**config.mk**
```make
export PLATFORM = sky130hd
export DESIGN_NAME = hst_core
export DESIGN_NICKNAME = d
export VERILOG_FILES = /design/src/design/hst_pkg.sv /design/src/design/hst_core.sv
export SDC_FILE = /design/constraint.sdc
export NUM_CORES = 1
export LEC_CHECK = 0
export ABC_AREA = 0
export BUFFER_PORTS_ARGS = -buffer_cell sky130_fd_sc_hd__buf_4
export CORE_UTILIZATION = 54
export DETAILED_ROUTE_END_ITERATION = 8
export PLACE_DENSITY = 0.92
export SYNTH_ARGS = -nofsm -noshare
export SYNTH_HDL_FRONTEND = slang
export SYNTH_SLANG_ARGS = --single-unit
```
**constraint.sdc**
```tcl
create_clock -name clk -period 2.8 [get_ports clk]
set_input_delay 0.28 -clock clk [delete_from_list [all_inputs] [get_ports clk]]
set_output_delay 0.28 -clock clk [all_outputs]
set_load 0.01 [all_outputs]
```
**src/design/hst_pkg.sv**
```systemverilog
// Constants for the high speed edge timing core
package hst_pkg;
  // ==========================================================
  // Edge grid
  localparam int         EDGE_STEPS = 48;        // Fine steps per pixel period
  localparam logic [5:0] LAST_POS   = 6'h2F;     // Position 47
  localparam logic [5:0] FIRST_POS  = 6'h00;
  localparam logic [5:0] QUAD_LEN   = 6'h0C;     // Twelve positions a quadrant
  localparam logic [3:0] QUAD_MAX   = 4'hB;      // Last valid low code in a quadrant
  // ==========================================================
  // Programmable clocks: reset gate, last clock, phase one, phase three
  localparam int NUM_PCLK = 4;
  localparam int PC_RG    = 0;
  localparam int PC_HL    = 1;
  localparam int PC_H1    = 2;
  localparam int PC_H3    = 3;
  // ==========================================================
  // Drive strength word: six 3-bit fields
  localparam int         DRV_W     = 3;
  localparam int         NUM_DRV   = 6;
  localparam logic [2:0] DRV_OFF   = 3'h0;       // Driver in high impedance
  localparam int         DRV_RG    = 0;          // Bits [2:0]
  localparam int         DRV_HL    = 1;          // Bits [5:3]
  localparam int         DRV_H1    = 2;          // Bits [8:6]
  localparam int         DRV_H2    = 3;          // Bits [11:9]
  localparam int         DRV_H3    = 4;          // Bits [14:12]
  localparam int         DRV_H4    = 5;          // Bits [17:15]
  // ==========================================================
  // Register offsets on the serial map
  localparam logic [7:0] REG_HALVING_OFS = 8'h30;
  localparam logic [7:0] REG_DRIVE_OFS   = 8'h36;
  // ==========================================================
  // Line and field counters
  localparam int          H_CNT_W = 13;          // 8192 pixels per line
  localparam int          V_CNT_W = 12;          // 4096 lines per field
  localparam logic [12:0] H_ZERO  = 13'h0000;
  localparam logic [11:0] V_ZERO  = 12'h000;
  localparam logic [12:0] H_ONE   = 13'h0001;
  localparam logic [11:0] V_ONE   = 12'h001;
endpackage

```
**src/design/hst_core.sv**
```systemverilog
// High speed edge timing core: reset gate, horizontal clocks, sample strobes, counters
`timescale 1ns/1ns
`default_nettype none
module hst_core (
  input  wire logic        clk,
  input  wire logic        nrst,
  input  wire logic        master_clock_in,
  input  wire logic        reference_clock_halving,
  input  wire logic [17:0] horizontal_output_drive_strength,
  input  wire logic [5:0]  rg_rise_code,
  input  wire logic [5:0]  rg_fall_code,
  input  wire logic        rg_polarity,
  input  wire logic [5:0]  hl_rise_code,
  input  wire logic [5:0]  hl_fall_code,
  input  wire logic        hl_polarity,
  input  wire logic [5:0]  h1_rise_code,
  input  wire logic [5:0]  h1_fall_code,
  input  wire logic        h1_polarity,
  input  wire logic [5:0]  h3_rise_code,
  input  wire logic [5:0]  h3_fall_code,
  input  wire logic        h3_polarity,
  input  wire logic [5:0]  ref_strobe_loc,
  input  wire logic [5:0]  data_strobe_loc,
  input  wire logic        master_mode,
  input  wire logic        ext_sync,
  input  wire logic [12:0] h_line_last,
  input  wire logic [11:0] v_field_last,
  input  wire logic        horizontal_sync_in,
  input  wire logic        vertical_sync_in,
  output logic             crystal_drive_out,
  output logic             reset_gate_clock,
  output logic             reset_gate_oe,
  output logic             horizontal_last_clock,
  output logic             horizontal_last_oe,
  output logic             horiz_phase1,
  output logic             horiz_phase1_oe,
  output logic             horiz_phase2,
  output logic             horiz_phase2_oe,
  output logic             horiz_phase3,
  output logic             horiz_phase3_oe,
  output logic             horiz_phase4,
  output logic             horiz_phase4_oe,
  output logic             reference_level_sample_strobe,
  output logic             data_level_sample_strobe,
  output logic             horizontal_sync_out,
  output logic             horizontal_sync_oe,
  output logic             vertical_sync_out,
  output logic             vertical_sync_oe,
  output logic [12:0]      pixel_count,
  output logic [11:0]      line_count
);

  // ==========================================================
  // Edge code decode
  // Quadrant in the top two bits, twelve positions below; out-of-range
  // low codes clamp so a bad write never produces a missing edge.
  function automatic logic [5:0] edge_pos(input logic [5:0] code);
    logic [3:0] low;
    logic [5:0] base;
    low  = (code[3:0] > hst_pkg::QUAD_MAX) ? hst_pkg::QUAD_MAX : code[3:0];
    base = 6'(code[5:4] * hst_pkg::QUAD_LEN);
    return 6'(base + {2'h0, low});
  endfunction

  // ==========================================================
  // Pixel period framing
  logic       mclk_d_ff;
  logic       half_ff;
  logic       run_ff;
  logic [5:0] pos_ff;
  logic       mclk_rise;
  logic       pix_start;

  assign mclk_rise = master_clock_in & ~mclk_d_ff;
  assign pix_start = mclk_rise & (~reference_clock_halving | half_ff);

  // Master clock history, halving toggle and crystal driver
  always_ff @(posedge clk or negedge nrst) begin
    if (!nrst) begin
      mclk_d_ff         <= 1'b0;
      half_ff           <= 1'b0;
      crystal_drive_out <= 1'b1;
    end else begin
      mclk_d_ff         <= master_clock_in;
      crystal_drive_out <= ~master_clock_in;
      if (mclk_rise) begin
        half_ff <= ~half_ff;
      end
    end
  end

  // Fine position counter; parks on the last step if the next start is late
  always_ff @(posedge clk or negedge nrst) begin
    if (!nrst) begin
      pos_ff <= hst_pkg::FIRST_POS;
      run_ff <= 1'b0;
    end else if (pix_start) begin
      pos_ff <= hst_pkg::FIRST_POS;
      run_ff <= 1'b1;
    end else if (pos_ff != hst_pkg::LAST_POS) begin
      pos_ff <= 6'(pos_ff + 6'h01);
    end
  end

  // ==========================================================
  // Programmable clocks: one generator per clock, same in both sync modes
  logic [5:0] rise_code [hst_pkg::NUM_PCLK];
  logic [5:0] fall_code [hst_pkg::NUM_PCLK];
  logic [hst_pkg::NUM_PCLK-1:0] pol_vec;
  logic [hst_pkg::NUM_PCLK-1:0] raw_ff;
  logic [hst_pkg::NUM_PCLK-1:0] nxt_raw;
  logic [hst_pkg::NUM_PCLK-1:0] pclk_ff;

  assign rise_code[hst_pkg::PC_RG] = rg_rise_code;
  assign fall_code[hst_pkg::PC_RG] = rg_fall_code;
  assign rise_code[hst_pkg::PC_HL] = hl_rise_code;
  assign fall_code[hst_pkg::PC_HL] = hl_fall_code;
  assign rise_code[hst_pkg::PC_H1] = h1_rise_code;
  assign fall_code[hst_pkg::PC_H1] = h1_fall_code;
  assign rise_code[hst_pkg::PC_H3] = h3_rise_code;
  assign fall_code[hst_pkg::PC_H3] = h3_fall_code;
  assign pol_vec = {h3_polarity, h1_polarity, hl_polarity, rg_polarity};

  // Rise wins when both positions coincide, so the clock is never stuck low
  for (genvar i = 0; i < hst_pkg::NUM_PCLK; i++) begin : g_pclk
    always_comb begin
      nxt_raw[i] = raw_ff[i];
      if (run_ff && pos_ff == edge_pos(rise_code[i])) begin
        nxt_raw[i] = 1'b1;
      end else if (run_ff && pos_ff == edge_pos(fall_code[i])) begin
        nxt_raw[i] = 1'b0;
      end
    end
    always_ff @(posedge clk or negedge nrst) begin
      if (!nrst) begin
        raw_ff[i]  <= 1'b0;
        pclk_ff[i] <= 1'b0;
      end else begin
        raw_ff[i]  <= nxt_raw[i];
        pclk_ff[i] <= nxt_raw[i] ^ pol_vec[i];
      end
    end
  end

  // Complement phases get their own flops to avoid a gate in the pin path
  logic h2_ff;
  logic h4_ff;
  always_ff @(posedge clk or negedge nrst) begin
    if (!nrst) begin
      h2_ff <= 1'b1;
      h4_ff <= 1'b1;
    end else begin
      h2_ff <= ~(nxt_raw[hst_pkg::PC_H1] ^ pol_vec[hst_pkg::PC_H1]);
      h4_ff <= ~(nxt_raw[hst_pkg::PC_H3] ^ pol_vec[hst_pkg::PC_H3]);
    end
  end

  assign reset_gate_clock      = pclk_ff[hst_pkg::PC_RG];
  assign horizontal_last_clock = pclk_ff[hst_pkg::PC_HL];
  assign horiz_phase1          = pclk_ff[hst_pkg::PC_H1];
  assign horiz_phase3          = pclk_ff[hst_pkg::PC_H3];
  assign horiz_phase2          = h2_ff;
  assign horiz_phase4          = h4_ff;

  // ==========================================================
  // Driver enables: a zero drive field floats the pin
  logic [hst_pkg::NUM_DRV-1:0] oe_ff;
  for (genvar d = 0; d < hst_pkg::NUM_DRV; d++) begin : g_drv
    always_ff @(posedge clk or negedge nrst) begin
      if (!nrst) begin
        oe_ff[d] <= 1'b0;
      end else begin
        oe_ff[d] <= horizontal_output_drive_strength[d*hst_pkg::DRV_W +: hst_pkg::DRV_W]
                    != hst_pkg::DRV_OFF;
      end
    end
  end

  assign reset_gate_oe      = oe_ff[hst_pkg::DRV_RG];
  assign horizontal_last_oe = oe_ff[hst_pkg::DRV_HL];
  assign horiz_phase1_oe    = oe_ff[hst_pkg::DRV_H1];
  assign horiz_phase2_oe    = oe_ff[hst_pkg::DRV_H2];
  assign horiz_phase3_oe    = oe_ff[hst_pkg::DRV_H3];
  assign horiz_phase4_oe    = oe_ff[hst_pkg::DRV_H4];

  // ==========================================================
  // Sample strobes, one fine step wide each pixel
  always_ff @(posedge clk or negedge nrst) begin
    if (!nrst) begin
      reference_level_sample_strobe <= 1'b0;
      data_level_sample_strobe      <= 1'b0;
    end else begin
      reference_level_sample_strobe <= run_ff && pos_ff == edge_pos(ref_strobe_loc);
      data_level_sample_strobe      <= run_ff && pos_ff == edge_pos(data_strobe_loc);
    end
  end

  // ==========================================================
  // Line and field counters
  // Slave mode follows falling sync edges; master mode wraps at the
  // programmed last pixel and line, and the external pulse realigns both.
  logic hd_in_d_ff;
  logic vd_in_d_ff;
  logic hd_fall;
  logic vd_fall;
  assign hd_fall = hd_in_d_ff & ~horizontal_sync_in;
  assign vd_fall = vd_in_d_ff & ~vertical_sync_in;

  always_ff @(posedge clk or negedge nrst) begin
    if (!nrst) begin
      hd_in_d_ff <= 1'b1;
      vd_in_d_ff <= 1'b1;
    end else begin
      hd_in_d_ff <= horizontal_sync_in;
      vd_in_d_ff <= vertical_sync_in;
    end
  end

  logic [12:0] h_cnt_ff;
  logic [11:0] v_cnt_ff;
  always_ff @(posedge clk or negedge nrst) begin
    if (!nrst) begin
      h_cnt_ff <= hst_pkg::H_ZERO;
      v_cnt_ff <= hst_pkg::V_ZERO;
    end else if (master_mode) begin
      if (ext_sync) begin
        h_cnt_ff <= hst_pkg::H_ZERO;
        v_cnt_ff <= hst_pkg::V_ZERO;
      end else if (pix_start) begin
        if (h_cnt_ff >= h_line_last) begin
          h_cnt_ff <= hst_pkg::H_ZERO;
          v_cnt_ff <= (v_cnt_ff >= v_field_last) ? hst_pkg::V_ZERO
                                                 : 12'(v_cnt_ff + hst_pkg::V_ONE);
        end else begin
          h_cnt_ff <= 13'(h_cnt_ff + hst_pkg::H_ONE);
        end
      end
    end else begin
      if (vd_fall) begin
        v_cnt_ff <= hst_pkg::V_ZERO;
      end else if (hd_fall) begin
        v_cnt_ff <= 12'(v_cnt_ff + hst_pkg::V_ONE);
      end
      if (hd_fall) begin
        h_cnt_ff <= hst_pkg::H_ZERO;
      end else if (pix_start) begin
        h_cnt_ff <= 13'(h_cnt_ff + hst_pkg::H_ONE);
      end
    end
  end

  assign pixel_count = h_cnt_ff;
  assign line_count  = v_cnt_ff;

  // Sync pins: active-low pulses driven only in master mode
  always_ff @(posedge clk or negedge nrst) begin
    if (!nrst) begin
      horizontal_sync_out <= 1'b1;
      vertical_sync_out   <= 1'b1;
      horizontal_sync_oe  <= 1'b0;
      vertical_sync_oe    <= 1'b0;
    end else begin
      horizontal_sync_out <= ~(h_cnt_ff == hst_pkg::H_ZERO);
      vertical_sync_out   <= ~(v_cnt_ff == hst_pkg::V_ZERO);
      horizontal_sync_oe  <= master_mode;
      vertical_sync_oe    <= master_mode;
    end
  end
endmodule
`default_nettype wire

```
==> results by group <==
Status
  • Status: completed

Clock tree
  • CTS tree: done
  • Post-CTS Setup Repair Bufs: 0
  • Num CTS Buffers: 9
  • CTS Sinks: 58
  • Clock latency on the worst-skew pair: 0.34 ns
  • Clock Path Buffers: 2
  • H-tree levels: 3
  • Clock root cell: clkbuf_8
  • Clock slew at reported path FFs: 0.07 ns

Power
  • Sequential Power Share: 0.348
  • Leakage: 3.551 nW
  • Peak supply drop: 0.0003247 V
  • P_int: 2.259 mW
  • P per Cell Area: 527.8 mW/mm^2
  • Tot Pwr: 3.675 mW
  • Sw Share: 0.3855
  • Combinational Power Share: 0.463
  • P_sw: 1.417 mW
  • Clock power share: 0.189

Route
  • Post-Route WL: 14.13 mm
  • DRT antenna net count: 0
  • Residual DRC count: 0
  • Routed via count: 5020
  • Number of vias per cell: 5.474
  • 1st-iter DRT viols: 176
  • Wire per inst: 15.41 microns
  • 1st-pass router iterations: 4

Critical path
  • CP startpoint kind: flip-flop
  • WP data required: 3.07 ns
  • FF-to-FF path depth: 8
  • Worst EP arrival: 2.93 ns
  • CP max FO: 12
  • Worst setup EP type: flip-flop
  • Worst R2R Setup Slack: 0.14 ns
  • Crit path kind: flip-flop to flip-flop

Synthesis
  • Area share of the largest cell type after synthesis: 0.2322
  • Main synth FF type: dfrtp_1
  • Leading area contributor after synthesis: dfrtp_1
  • Sequential-to-total area share from yosys stat: 0.2657
  • Cell with the most instances after synthesis: inv_1
  • Distinct cells, synth: 53
  • Net count after synthesis: 825
  • Avg Synthesized Cell Area: 8.723 sq um
  • Top post-synthesis cells by area: dfrtp_1, ha_1, xnor2_1, inv_1, xor2_1
  • Post-synthesis cell count: 630
  • Commonest cells post-synth: inv_1, ha_1, dfrtp_1, xnor2_1, nor2_1
  • Synthesized cell area: 0.005495 sq mm
  • Post-synth EDFFs: 0
  • Ys async rst share: 1.000
  • Post-synthesis register bit count: 58
  • YS warnings: 0

GRT
  • Vias in the first global route: 5120
  • Total Routing Usage GR: 0.2721
  • Gr ovfl total: 0
  • First-pass GRT wire length: 22.36 mm
  • GR peak layer: met2
  • Initial antenna violation count: 0
  • M2 GR Usage: 0.5118
  • Met1 GRT Util: 0.2973
  • Met3 global-route usage: 0.07254
  • Pin count of the biggest net entering global routing: 59

Floorplanning
  • Core Area: 0.009819 sq mm
  • I/O pin count: 159
  • Die Wd: 102.9 microns
  • Initial Util: 0.5596
  • FP Rows: 36
  • Die height: 102.9 microns
  • DIE AREA: 0.01058 sq mm

STA
  • Period utilisation layout: 0.9489
  • Final Hold Viols: 0
  • Rel. slew slack: 0.4858
  • PnR worst setup slack: 0.1431 ns
  • Period minus WS final: 2.657 ns
  • RSZ-0062 raised after global routing: no
  • Pins Over Slew Limit: 0
  • Max Fclk: 0.3764 GHz
  • Final TNS setup: 0 ns
  • Final Skew: 0.01225 ns
  • Setup-failing EPs final: 0
  • Worst-Margin Slew: 0.7713 ns

Placement
  • Setup slack after placement: 0.05572 ns
  • Port Buffers: 158
  • HPWL Detailed: 11.12 mm
  • Placer congestion estimate: 0.8983

Job
  • Max cap viols: 0

Final layout
  • Share of cells above drive strength 1: 0.2615
  • NumNets Final: 975
  • Antenna cells: 0
  • Fillers: 744
  • Area Growth Syn to Fin: 26.73%

Hold path
  • Worst Hold Class: primary input to asynchronous set/reset pin
routing by layer:
layer  wire length (microns)  vias up
li1                        -     2420
met1                    5649     2423
met2                    7343      163
met3                    1013       14
met4                     123        0
met5                       0        -
worst max-delay path: stages (launching register included):
cell and delay [ns]:
dfrtp_1 0.42, inv_1 0.11, ha_1 0.28, nand2b_1 0.15
a2111oi_0 0.46, o31ai_1 0.17, a2bb2oi_1 0.23, nor3b_4 0.52
mux2_2 0.26
flip-flops by register name, indices dropped and copies added, names as in the netlist, 4 cells and up:
name	flops
pos_ff	6
pixel_count	13
line_count	12
raw_ff	4
power groups by stage:
stage / sequential, mW / clock, mW / combinational [mW]
after CTS: 1.27 / 0.711 / 1.70
after detailed placement: 1.28 / 0 / 1.69
final: 1.28 / 0.696 / 1.70
after global routing: 1.30 / 0.755 / 1.87
after global placement: 1.28 / 0 / 1.61
after floorplan: 1.22 / 0 / 1.12
timing repair:
| action | CTS | global route |
|---|---|---|
| endpoints found under the hold margin | 0 | 0 |
| setup endpoints to repair | 0 | 23 |
| gates resized for setup | 0 | 2 |
| hold buffers | 0 | 0 |
logic make-up (layout without fill, tap and decap cells):
group,Yosys count,after routing,synth area share
compound gates,104,104,0.1407
xor+xnor,78,78,0.1243
simple gates,194,194,0.1819
fa+ha+maj,80,80,0.1958
mux,6,6,0.01116
flops,58,58,0.2657
buf+inv,110,264,0.08037
layout by cell type (no fill, tap or decap), types with 12 or more instances in the layout:
cell type  Yosys  layout
nor3_1        13      12
nor2_1        40      40
nand2b_1      14      14
o21ai_0       12      12
dfrtp_1       51      51
a21oi_1       36      36
inv_1         82      82
nor2b_1       18      18
ha_1          70      70
or3_1         15      15
nand2_1       37      37
nand3_1       22      22
xnor2_1       43      43
xor2_1        35      35
buf_4          2     167
worst paths after layout:
kind                                  start               to
setup reg to reg              line_count[0]    line_count[0]
min in group clk           vertical_sync_in       vd_in_d_ff
hold / removal                         nrst  pixel_count[10]
max in group asynchronous              nrst        raw_ff[2]
hold reg to reg                     half_ff          half_ff
setup / recovery              line_count[0]    line_count[0]
through the flow:
step | area [sq um] | hold WS [ns] | instances | util
after CTS | 6953 | 0.03516 | 917 | 0.7081
after floorplan | 5495 | -0.01559 | 630 | -
after global routing | 6964 | 0.04353 | 917 | 0.7092
final | 6964 | 0.01991 | 917 | 0.7092
after detailed placement | 6782 | 0.4001 | 902 | 0.6906
after global placement | 6782 | 0.3925 | 902 | 0.6906
cell type report:
class,instances,area [sq um],area share
Clock buffer,13,158.9,0.02282
Inverter,82,307.8,0.04420
Clock inverter,2,12.51,0.001797
Multi-Input combinational cell,462,3605,0.5176
Sequential cell,58,1460,0.2097
Timing Repair Buffer,167,1254,0.1800
Tap cell,133,166.4,0.02390
No activity file was read; power rests on OpenSTA's default activity.
